### config.mk
export PLATFORM = sky130hd
export DESIGN_NAME = bar_display
export DESIGN_NICKNAME = d
export VERILOG_FILES = /design/src/hw/bar_display_pkg.sv /design/src/hw/segment_pattern.sv /design/src/hw/bar_display.sv
export SDC_FILE = /design/constraint.sdc
export NUM_CORES = 1
export LEC_CHECK = 0
export BUFFER_PORTS_ARGS = -buffer_cell sky130_fd_sc_hd__buf_2
export CORE_ASPECT_RATIO = 0.75
export CORE_MARGIN = 8
export CORE_UTILIZATION = 40
export CTS_CLUSTER_SIZE = 28
export DETAILED_ROUTE_END_ITERATION = 10
export PLACE_DENSITY = 0.6
export SYNTH_ARGS = -nofsm -noshare
export SYNTH_HDL_FRONTEND = slang
export SYNTH_HIERARCHICAL = 1
export SYNTH_SLANG_ARGS = --single-unit
### constraint.sdc
create_clock -name pclk -period 3.86 [get_ports pclk]
set_clock_uncertainty 0.15 [all_clocks]
set_input_delay 0.193 -clock pclk [delete_from_list [all_inputs] [get_ports pclk]]
set_output_delay 0.193 -clock pclk [all_outputs]
set_load 0.1 [all_outputs]
### src/hw/bar_display_pkg.sv
// package for the bar graph segment driver: offsets, fields, counts.
// assumes a single pclk domain at 200 MHz and an apb master outside.
package bar_display_pkg;

    // segment geometry
    localparam int SEG_COUNT = 41;            // zero segment plus forty
    localparam int SEG_MAX = 40;              // highest data segment index
    localparam int CNT_W = 6;                 // width of a conversion count

    // measurement cycle timing in divided-clock counts
    localparam int CYCLE_COUNTS = 80;         // counts per conversion
    localparam int DRIVE_TOGGLES = 10;        // plane toggles per conversion
    localparam int TOGGLE_COUNTS = CYCLE_COUNTS / DRIVE_TOGGLES;
    localparam int PRESCALE_DEF = 32;         // pclk cycles per count

    // register byte offsets
    localparam logic [11:0] CTRL_OFS = 12'h000;   // control
    localparam logic [11:0] RESULT_OFS = 12'h004; // conversion input
    localparam logic [11:0] STATUS_OFS = 12'h008; // shown state
    localparam logic [11:0] SEGLO_OFS = 12'h00c;  // segments 0..31
    localparam logic [11:0] SEGHI_OFS = 12'h010;  // segments 32..40
    localparam logic [11:0] PRESC_OFS = 12'h014;  // count prescaler

    // control field positions
    localparam int CTRL_DOT_N = 0;    // low selects dot mode
    localparam int CTRL_HOLD_N = 1;   // low selects hold
    localparam int CTRL_TEST_N = 2;   // low selects test pattern
    localparam logic [31:0] CTRL_RST = 32'h0000_0007;

    // result field positions
    localparam int RES_NEG = 8;       // sign of the conversion
    localparam logic [15:0] PRESC_RST = 16'h0020;

    // one latched conversion as shown on the glass
    typedef struct packed {
        logic [CNT_W-1:0] count;  // segment index
        logic negative;           // sign
        logic over;               // out of range
    } shown_type;

    // phases of the measurement cycle
    typedef enum logic [1:0] {
        PH_ZERO,
        PH_SIGNAL,
        PH_REFER
    } phase_type;

endpackage : bar_display_pkg

### src/hw/segment_pattern.sv
// segment_pattern: turns a shown conversion into the on/off pattern.
// assumes the inputs are registered by the caller; purely combinational.
module segment_pattern
(
    input wire bar_display_pkg::shown_type shown,
    input wire logic dot_mode,
    input wire logic test_mode,
    input wire logic flash_off,
    output logic [bar_display_pkg::SEG_COUNT-1:0] seg_on,
    output logic sign_on,
    output logic over_on
);
    import bar_display_pkg::*;
    // one lit segment per index, filled or single
    genvar g;
    generate
        for (g = 0; g < SEG_COUNT; g++) begin : gen_seg
            // bar lights the index and all below, dot just the index
            wire logic at_idx = (shown.count == CNT_W'(g));
            wire logic below = (shown.count > CNT_W'(g));
            wire logic lit = test_mode ? 1'b1 :
                dot_mode ? at_idx : (at_idx | below);
            assign seg_on[g] = lit & ~(shown.over & flash_off);
        end
    endgenerate

    // sign and overrange indicators
    assign sign_on = test_mode | shown.negative;
    assign over_on = (test_mode | shown.over) & ~flash_off;
endmodule : segment_pattern

### src/hw/bar_display.sv
// bar_display: static lcd bar graph driver with apb control.
// assumes pclk at 200 MHz, apb master on the same clock, glass on pins.
// Operation
// - forty data segments plus one zero segment
// - bar mode lights index and all below
// - dot mode lights only the index segment
// - sign segment on for negative input
// - overrange flashes display and indicator
// - hold freezes the shown pattern
// - off in phase, on inverted to plane
// - drive toggles ten times per conversion
// - one static output per segment, one plane
// - fill-style defaults to bar, low selects dot
// - hold inactive by default, low holds
// - test forces full bar except in overrange blank phase, flashing overrange, sign
// - measurement cycle is fixed eighty counts
//
// Register access over APB and the register offsets were chosen for this implementation.
module bar_display
(
    input wire logic pclk,
    input wire logic presetn,
    input wire logic clk_en,
    input wire logic psel,
    input wire logic penable,
    input wire logic pwrite,
    input wire logic [11:0] paddr,
    input wire logic [31:0] pwdata,
    output logic [31:0] prdata,
    output logic pready,
    output logic pslverr,
    output logic common_plane_drive,
    output logic [bar_display_pkg::SEG_COUNT-1:0] segment_drive,
    output logic negative_sign_segment,
    output logic overrange_segment,
    output logic conversion_done
);
    import bar_display_pkg::*;

    // software state
    logic [31:0] ctrl_q;              // control bits, active low fields
    logic [CNT_W-1:0] result_q;       // magnitude offered by the converter
    logic result_neg_q;               // sign offered by the converter
    logic [15:0] presc_q;             // pclk cycles per count

    // timing state
    logic [15:0] div_q;               // prescaler counter
    logic [6:0] count_q;              // count within the cycle
    logic [3:0] tog_q;                // counts since the last plane toggle
    logic plane_q;                    // plane phase
    logic [3:0] flash_q;              // toggles since the last flash flip
    logic flash_q_off;                // flash blank phase
    phase_type phase_q;               // current measurement phase
    shown_type shown_q;               // latched display register

    // bus decode as named wires
    wire logic access = psel & penable;
    wire logic wr = access & pwrite;
    wire logic hit_ctrl = (paddr == CTRL_OFS);
    wire logic hit_res = (paddr == RESULT_OFS);
    wire logic hit_stat = (paddr == STATUS_OFS);
    wire logic hit_lo = (paddr == SEGLO_OFS);
    wire logic hit_hi = (paddr == SEGHI_OFS);
    wire logic hit_presc = (paddr == PRESC_OFS);
    wire logic mapped = hit_ctrl | hit_res | hit_stat | hit_lo | hit_hi |
        hit_presc;

    // mode levels; reset value keeps bar and no hold and no test
    wire logic dot_mode = ~ctrl_q[CTRL_DOT_N];
    wire logic hold_mode = ~ctrl_q[CTRL_HOLD_N];
    wire logic test_mode = ~ctrl_q[CTRL_TEST_N];

    // timing strobes
    // at or past the last step ends a count, so shrinking the prescaler
    // mid-count cannot strand the divider on a long wrap
    wire logic div_last = (div_q >= 16'(presc_q - 16'h0001));
    wire logic tick = clk_en && div_last;
    wire logic cycle_end = tick && (count_q == 7'(CYCLE_COUNTS - 1));
    wire logic toggle = tick && (tog_q == 4'(TOGGLE_COUNTS - 1));
    wire logic flash_step = toggle && (flash_q == 4'(DRIVE_TOGGLES - 1));

    // pattern for the glass
    logic [SEG_COUNT-1:0] seg_on;
    logic sign_on;
    logic over_on;
    segment_pattern u_pattern (
        .shown(shown_q),
        .dot_mode(dot_mode),
        .test_mode(test_mode),
        .flash_off(flash_q_off),
        .seg_on(seg_on),
        .sign_on(sign_on),
        .over_on(over_on)
    );

    // next display register: counts above the top mean overrange
    shown_type next_shown;
    assign next_shown.over = (result_q > CNT_W'(SEG_MAX));
    assign next_shown.count = next_shown.over ? CNT_W'(SEG_MAX) : result_q;
    assign next_shown.negative = result_neg_q;

    // read mux
    logic [31:0] rdata_d;
    assign rdata_d = hit_ctrl ? ctrl_q :
        hit_res ? {23'h0, result_neg_q, 2'h0, result_q} :
        hit_stat ? {20'h0, phase_q, flash_q_off, plane_q, shown_q} :
        hit_lo ? seg_on[31:0] :
        hit_hi ? {23'h0, seg_on[SEG_COUNT-1:32]} :
        hit_presc ? {16'h0, presc_q} : 32'h0;

    // register writes
    always_ff @(posedge pclk or negedge presetn) begin
        if (!presetn) begin
            ctrl_q <= CTRL_RST;
            result_q <= '0;
            result_neg_q <= 1'b0;
            presc_q <= PRESC_RST;
        end else if (clk_en && wr) begin
            if (hit_ctrl) begin
                ctrl_q <= {29'h0, pwdata[2:0]};
            end
            if (hit_res) begin
                result_q <= pwdata[CNT_W-1:0];
                result_neg_q <= pwdata[RES_NEG];
            end
            if (hit_presc && pwdata[15:0] != 16'h0) begin
                presc_q <= pwdata[15:0];
            end
        end
    end

    // apb answer registered, no wait states
    always_ff @(posedge pclk or negedge presetn) begin
        if (!presetn) begin
            pready <= 1'b0;
            prdata <= '0;
            pslverr <= 1'b0;
        end else if (clk_en) begin
            pready <= psel & ~penable;
            prdata <= rdata_d;
            pslverr <= psel & ~penable & ~mapped;
        end
    end

    // prescaler and fixed-length measurement cycle
    always_ff @(posedge pclk or negedge presetn) begin
        if (!presetn) begin
            div_q <= '0;
            count_q <= '0;
        end else if (clk_en) begin
            div_q <= tick ? 16'h0 : 16'(div_q + 16'h0001);
            if (tick) begin
                count_q <= cycle_end ? 7'h0 : 7'(count_q + 7'h01);
            end
        end
    end

    // phase tracking: signal integrate is the fixed middle stretch
    always_ff @(posedge pclk or negedge presetn) begin
        if (!presetn) begin
            phase_q <= PH_ZERO;
        end else if (tick) begin
            case (phase_q)
                PH_ZERO: if (count_q == 7'h27) phase_q <= PH_SIGNAL;
                PH_SIGNAL: if (count_q == 7'h3b) phase_q <= PH_REFER;
                PH_REFER: if (cycle_end) phase_q <= PH_ZERO;
                default: phase_q <= PH_ZERO;
            endcase
        end
    end

    // plane toggle and flash timing
    always_ff @(posedge pclk or negedge presetn) begin
        if (!presetn) begin
            tog_q <= '0;
            plane_q <= 1'b0;
            flash_q <= '0;
            flash_q_off <= 1'b0;
        end else if (tick) begin
            tog_q <= toggle ? 4'h0 : 4'(tog_q + 4'h1);
            if (toggle) begin
                plane_q <= ~plane_q;
                flash_q <= flash_step ? 4'h0 : 4'(flash_q + 4'h1);
            end
            if (flash_step) begin
                flash_q_off <= ~flash_q_off;
            end
        end
    end

    // display register updates at cycle end unless held
    always_ff @(posedge pclk or negedge presetn) begin
        if (!presetn) begin
            shown_q <= '0;
            conversion_done <= 1'b0;
        end else if (clk_en) begin
            conversion_done <= cycle_end;
            if (cycle_end && !hold_mode) begin
                shown_q <= next_shown;
            end
        end
    end

    // static drive: each segment its own output against one plane
    always_ff @(posedge pclk or negedge presetn) begin
        if (!presetn) begin
            common_plane_drive <= 1'b0;
            segment_drive <= '0;
            negative_sign_segment <= 1'b0;
            overrange_segment <= 1'b0;
        end else if (clk_en) begin
            common_plane_drive <= plane_q;
            segment_drive <= {SEG_COUNT{plane_q}} ^ seg_on;
            negative_sign_segment <= plane_q ^ sign_on;
            overrange_segment <= plane_q ^ over_on;
        end
    end

    // off segments follow the plane, on segments oppose it
    phase_drive_a: assert property (@(posedge pclk) disable iff (!presetn)
        presetn && clk_en |=> segment_drive == ({SEG_COUNT{$past(plane_q)}}
        ^ $past(seg_on))) else $error("segment phase wrong");

    // hold keeps display register
    hold_freeze_a: assert property (@(posedge pclk) disable iff (!presetn)
        hold_mode && $past(hold_mode) |-> $stable(shown_q))
        else $error("display changed in hold");

    // latch on cycle end
    cycle_latch_a: assert property (@(posedge pclk) disable iff (!presetn)
        cycle_end && !hold_mode |=> shown_q == $past(next_shown))
        else $error("display not latched");

    // count never passes the cycle length
    cycle_len_a: assert property (@(posedge pclk) disable iff (!presetn)
        count_q < 7'(CYCLE_COUNTS)) else $error("cycle too long");

    // overrange register state pins the count at the top
    over_flag_a: assert property (@(posedge pclk) disable iff (!presetn)
        shown_q.over |-> shown_q.count == CNT_W'(SEG_MAX))
        else $error("overrange count wrong");

    // sign follows shown sign or test
    sign_drive_a: assert property (@(posedge pclk) disable iff (!presetn)
        presetn && clk_en |=> negative_sign_segment == ($past(plane_q)
        ^ ($past(test_mode) | $past(shown_q.negative))))
        else $error("sign drive wrong");

    // dot mode lights at most one data segment
    dot_single_a: assert property (@(posedge pclk) disable iff (!presetn)
        dot_mode && !test_mode |-> $onehot0(seg_on))
        else $error("dot mode lit many");

    // bar mode fill is contiguous from zero
    bar_fill_a: assert property (@(posedge pclk) disable iff (!presetn)
        !dot_mode && !test_mode && !flash_q_off |->
        ((seg_on + 41'h1) & seg_on) == 41'h0)
        else $error("bar not contiguous");

    // plane toggles only on toggle strobe
    plane_rate_a: assert property (@(posedge pclk) disable iff (!presetn)
        !toggle |=> $stable(plane_q)) else $error("plane moved");

    // test lights every data segment outside the flash blank
    test_full_a: assert property (@(posedge pclk) disable iff (!presetn)
        test_mode && !(shown_q.over && flash_q_off) |-> &seg_on)
        else $error("test pattern incomplete");

    // forced bar mode by default
    bar_default_a: assert property (@(posedge pclk) disable iff (!presetn)
        ctrl_q[CTRL_DOT_N] |-> !dot_mode) else $error("bad default");

    // hold only from low bit
    hold_level_a: assert property (@(posedge pclk) disable iff (!presetn)
        hold_mode == !ctrl_q[CTRL_HOLD_N]) else $error("hold sense");

    // static drive: plane output follows plane state
    plane_out_a: assert property (@(posedge pclk) disable iff (!presetn)
        presetn && clk_en |=> common_plane_drive == $past(plane_q))
        else $error("plane out wrong");

    // overrange line follows plane and blinking indicator
    over_drive_a: assert property (
        @(posedge pclk) disable iff (!presetn)
        presetn && clk_en |=> overrange_segment == ($past(plane_q)
        ^ (($past(test_mode) | $past(shown_q.over)) & !$past(flash_q_off))))
        else $error("overrange drive wrong");

    // dot mode lights the shown index outside the flash blank
    dot_index_a: assert property (
        @(posedge pclk) disable iff (!presetn)
        dot_mode && !test_mode && !(shown_q.over && flash_q_off)
        |-> seg_on[shown_q.count])
        else $error("dot index dark");

    // plane toggle counter stays inside one toggle span
    toggle_span_a: assert property (
        @(posedge pclk) disable iff (!presetn)
        tog_q < 4'(TOGGLE_COUNTS))
        else $error("toggle span overrun");

    // blank phase moves only on the flash step
    flash_step_a: assert property (
        @(posedge pclk) disable iff (!presetn)
        !flash_step |=> $stable(flash_q_off))
        else $error("flash moved early");

    // end of conversion is a single pulse
    done_pulse_a: assert property (
        @(posedge pclk) disable iff (!presetn)
        conversion_done && clk_en |=> !conversion_done)
        else $error("done too long");

    // display register moves only at a conversion end
    shown_change_a: assert property (
        @(posedge pclk) disable iff (!presetn)
        !cycle_end |=> $stable(shown_q))
        else $error("display moved mid cycle");

    // segment lines stand still while the enable is low
    drive_freeze_a: assert property (
        @(posedge pclk) disable iff (!presetn)
        !clk_en |=> $stable(segment_drive))
        else $error("drive moved while frozen");

    // test keeps the sign segment lit
    test_sign_a: assert property (
        @(posedge pclk) disable iff (!presetn)
        test_mode |-> sign_on)
        else $error("test sign dark");
endmodule : bar_display

==> run_results.csv <==
group,metric,value,unit
outcome,outcome,"complete, no violations",
sta,rsz0062_at_grt,"no",
clock_tree,cts_buffer_depth,2,
logic_synthesis,synth_cell_types,74,
critical_path,critPathKind,"flip-flop to flip-flop",
critical_path,r2r-end,"flash_q[0]",
critical_path,reg2reg_from,"presc_q[3]",
layout,syn_to_final_growth,18.4,%
critical_path,crit_end,"flash_q[0]",
floorplan,ios,129,
sta,timing.hold.ws,104,ps
layout,num_antenna_cells,0,
floorplan,die_h,142,µm
logic_synthesis,synth_nets,970,
floorplan,die_area,26100,µm²
sta,fin_crit,3570,ps
logic_synthesis,synthCells,898,
power_and_ir_drop,power.internal,2.67,mW
layout,layout-drive-gt1-share,21.5,%
place,place_hpwl,17.0,mm
clock_tree,clock-sinks,148,
logic_synthesis,synth_seq_cells,148,
place,gp_congestion,0.922,
logic_synthesis,netlist_area,8460,µm²
critical_path,reg2regPathDepth,12,
floorplan,fp-row-count,46,
layout,fin_cells,1305,
sta,fin_ws,287,ps
worst_hold_path,hold_path.class,"input pin to flip-flop",
critical_path,cp.required,4020,ps
routing,first_pass_iters,6,
logic_synthesis,ys.flop_type,"dfrtp_1",
sta,fmax,280,MHz
routing,drc_errors,0,
sta,slew_viol_final,0,
routing,route.vias.total,7150,
critical_path,cp_max_fo,12,
logic_synthesis,yosysWarnings,6,
place,portBuffers,112,
critical_path,crit_arrival,3730,ps
logic_synthesis,synth_edf_count,0,
clock_tree,numCtsBuffers,17,
layout,nNetsFinal,1076,
floorplan,start_util,40.4,%
critical_path,rrSetupSlack,290,ps
routing,vias_per_cell,5.48,
logic_synthesis,synthArstFlopShare,100,%
grt,antenna_found_initial,0,
power_and_ir_drop,power_density,374,nW/µm²
power_and_ir_drop,pwr-share-seq,44.2,%
grt,grtUsageTotal,18.6,%
routing,totalWireLength,23.9,mm
sta,tightest_slew,1020,ps
flow_run,drv_cap,0,
routing,routedWlPerCell,18.3,µm
floorplan,core_area,21000,µm²
place,dp_cells,1254,
sta,finalCritPeriodShare,92.6,%
clock_tree,post-cts-setup-buffer-count,0,
layout,post-route-util,47.8,%
sta,finalSetupTns,0,ps
clock_tree,cts_root_buffer,"clkbuf_16",
critical_path,crit_path_end_kind,"flip-flop",
clock_tree,htreeDepth,4,
power_and_ir_drop,swShare,28.8,%
power_and_ir_drop,net-switching-power,1.08,mW
power_and_ir_drop,ir_worst_vdd,0.000238,V
power_and_ir_drop,leakage,4.50,nW
power_and_ir_drop,pwr-share-comb,11.9,%
sta,slew_headroom,31.8,%
grt,overflow,0,
logic_synthesis,ys_seq_area_share,43.8,%
critical_path,critPathLaunch,"presc_q[3]",
critical_path,cp-start-kind,"flip-flop",
grt,grt_pass1_vias,6808,
sta,hold_viol,0,
grt,grt_max_degree,110,
grt,grt_pass1_wl,38.6,mm
clock_tree,path_clk_slew,60,ps
floorplan,dieWidth,184,µm
clock_tree,clkLatencyLatePin,420,ps
power_and_ir_drop,clkPwrFrac,43.9,%
logic_synthesis,syn_avg_cell_area,9.42,µm²
routing,ant_nets,0,
place,pre_cts_slack,235,ps
routing,first_iter_violations,732,
clock_tree,cts_tree,"done",
sta,setup_viol,0,
==> area by class of cell <==
| class | count | area (µm²) |
|---|---|---|
| multi-input combinational | 668 | 4410 |
| sequential | 148 | 3710 |
| inverter | 25 | 93.8 |
| clock buffer | 23 | 488 |
| timing repair buffer | 144 | 857 |
| clock inverter | 9 | 93.8 |
| fill | 2038 | 10900 |
| tap | 288 | 360 |
==> logic make-up (layout without fill, tap and decap cells) <==
group           count (synthesis)  after routing  synth area share [%]
simple gates                  294            294                  18.1
compound gates                232            232                  17.0
flops                         148            148                  43.8
buf+inv                        82            201                  4.17
xor+xnor                       73             73                  7.56
mux                            47             47                  6.08
fa+ha+maj                      22             22                  3.25
==> cells in the mapped netlist (5+ instances only) <==
master | n | share of area [%]
xnor2_1 | 57 | 5.9
nand2_1 | 69 | 3.1
buf_2 | 8 | 0.47
a21oi_1 | 108 | 6.4
o31ai_1 | 6 | 0.53
o22ai_1 | 7 | 0.52
nor2_1 | 95 | 4.2
nand3_1 | 33 | 2.0
o21ai_0 | 38 | 2.2
nor4_1 | 9 | 0.67
inv_1 | 25 | 1.1
nand4_1 | 13 | 0.96
ha_1 | 22 | 3.3
buf_1 | 7 | 0.31
and3_1 | 5 | 0.37
o21a_1 | 6 | 0.53
xor2_1 | 16 | 1.7
dfrtp_1 | 144 | 43
mux2_2 | 35 | 4.7
a31oi_1 | 6 | 0.44
or3_1 | 5 | 0.37
o2bb2ai_1 | 20 | 2.1
nor2b_1 | 13 | 0.96
or4_1 | 5 | 0.44
clkbuf_1 | 35 | 1.6
nor3_1 | 7 | 0.41
mux2i_1 | 12 | 1.4
==> routing by layer <==
layer | vias up | routed length, µm | GRT usage (%)
li1 | 3419 | - | -
met1 | 3464 | 12200 | 29.4
met2 | 252 | 9740 | 25.0
met3 | 15 | 1780 | 4.26
met4 | 0 | 166 | 3.52
met5 | - | 0 | 0
==> repair_timing <==
action / 4_1_cts / 5_1_grt
setup endpoints to repair: 0 / 4
resized for setup: 0 / 2
endpoints found under the hold margin: 128 / 0
hold buffers: 19 / 0
==> placed cells by master, fill, tap and decap left out, types with 6 or more instances in the layout <==
| cell type | instances |
|---|---|
| o22ai_1 | 7 |
| mux2_2 | 35 |
| mux2i_1 | 12 |
| nand2_1 | 69 |
| dlygate4sd3_1 | 19 |
| ha_1 | 22 |
| nor2b_1 | 13 |
| nor3_1 | 7 |
| buf_4 | 14 |
| a31oi_1 | 6 |
| inv_1 | 25 |
| nor4_1 | 8 |
| a21oi_1 | 108 |
| dfrtp_1 | 143 |
| nor2_1 | 95 |
| xnor2_1 | 57 |
| o2bb2ai_1 | 20 |
| xor2_1 | 16 |
| nand3_1 | 33 |
| clkbuf_16 | 17 |
| o31ai_1 | 6 |
| nand4_1 | 13 |
| o21ai_0 | 38 |
| o21a_1 | 6 |
| buf_2 | 110 |
==> worst max-delay path: stages, from the launching register on <==
cell and delay [ps]:
dfrtp_1 440, nor4_2 320, nand2_1 140, or4_1 560
xor2_1 180, ha_1 320, nand2_1 60, o21a_1 180
a21oi_1 190, a21oi_1 120, buf_4 200, nor2_1 220
mux2_2 360
==> state kept, by name, indices dropped and copies added, names as in the netlist, 2 cells and up <==
signal	cells
count_q	7
phase_q	2
ctrl_q	3
shown_q	8
tog_q	4
div_q	16
segment_drive	41
prdata	32
result_q	6
flash_q	4
presc_q	16
==> how the worst min path moves through the flow <==
stage | from | end | depth (start not counted)
after floorplan | presetn | common_plane_drive | 0
after global placement | presetn | flash_q[2] | 1
after detailed placement | presetn | flash_q[2] | 1
after CTS | clk_en | div_q[1] | 3
after global routing | clk_en | negative_sign_segment | 2
final | clk_en | negative_sign_segment | 2
==> power groups by stage <==
stage          registers (mW)  logic, mW  clock network, mW
2_1_floorplan            1.85      0.132                  0
3_3_place_gp             1.68      0.430                  0
3_5_place_dp             1.68      0.435                  0
4_1_cts                  1.66      0.451               1.67
5_1_grt                  1.66      0.485               1.74
6_report                 1.66      0.447               1.64
==> through the flow <==
step           power, mW  cell area [µm²]
2_1_floorplan       1.98             8460
3_3_place_gp        2.11             9230
3_5_place_dp        2.12             9230
4_1_cts             3.78            10000
5_1_grt             3.89            10000
6_report            3.75            10000
Power figures use the tool's default switching activity.
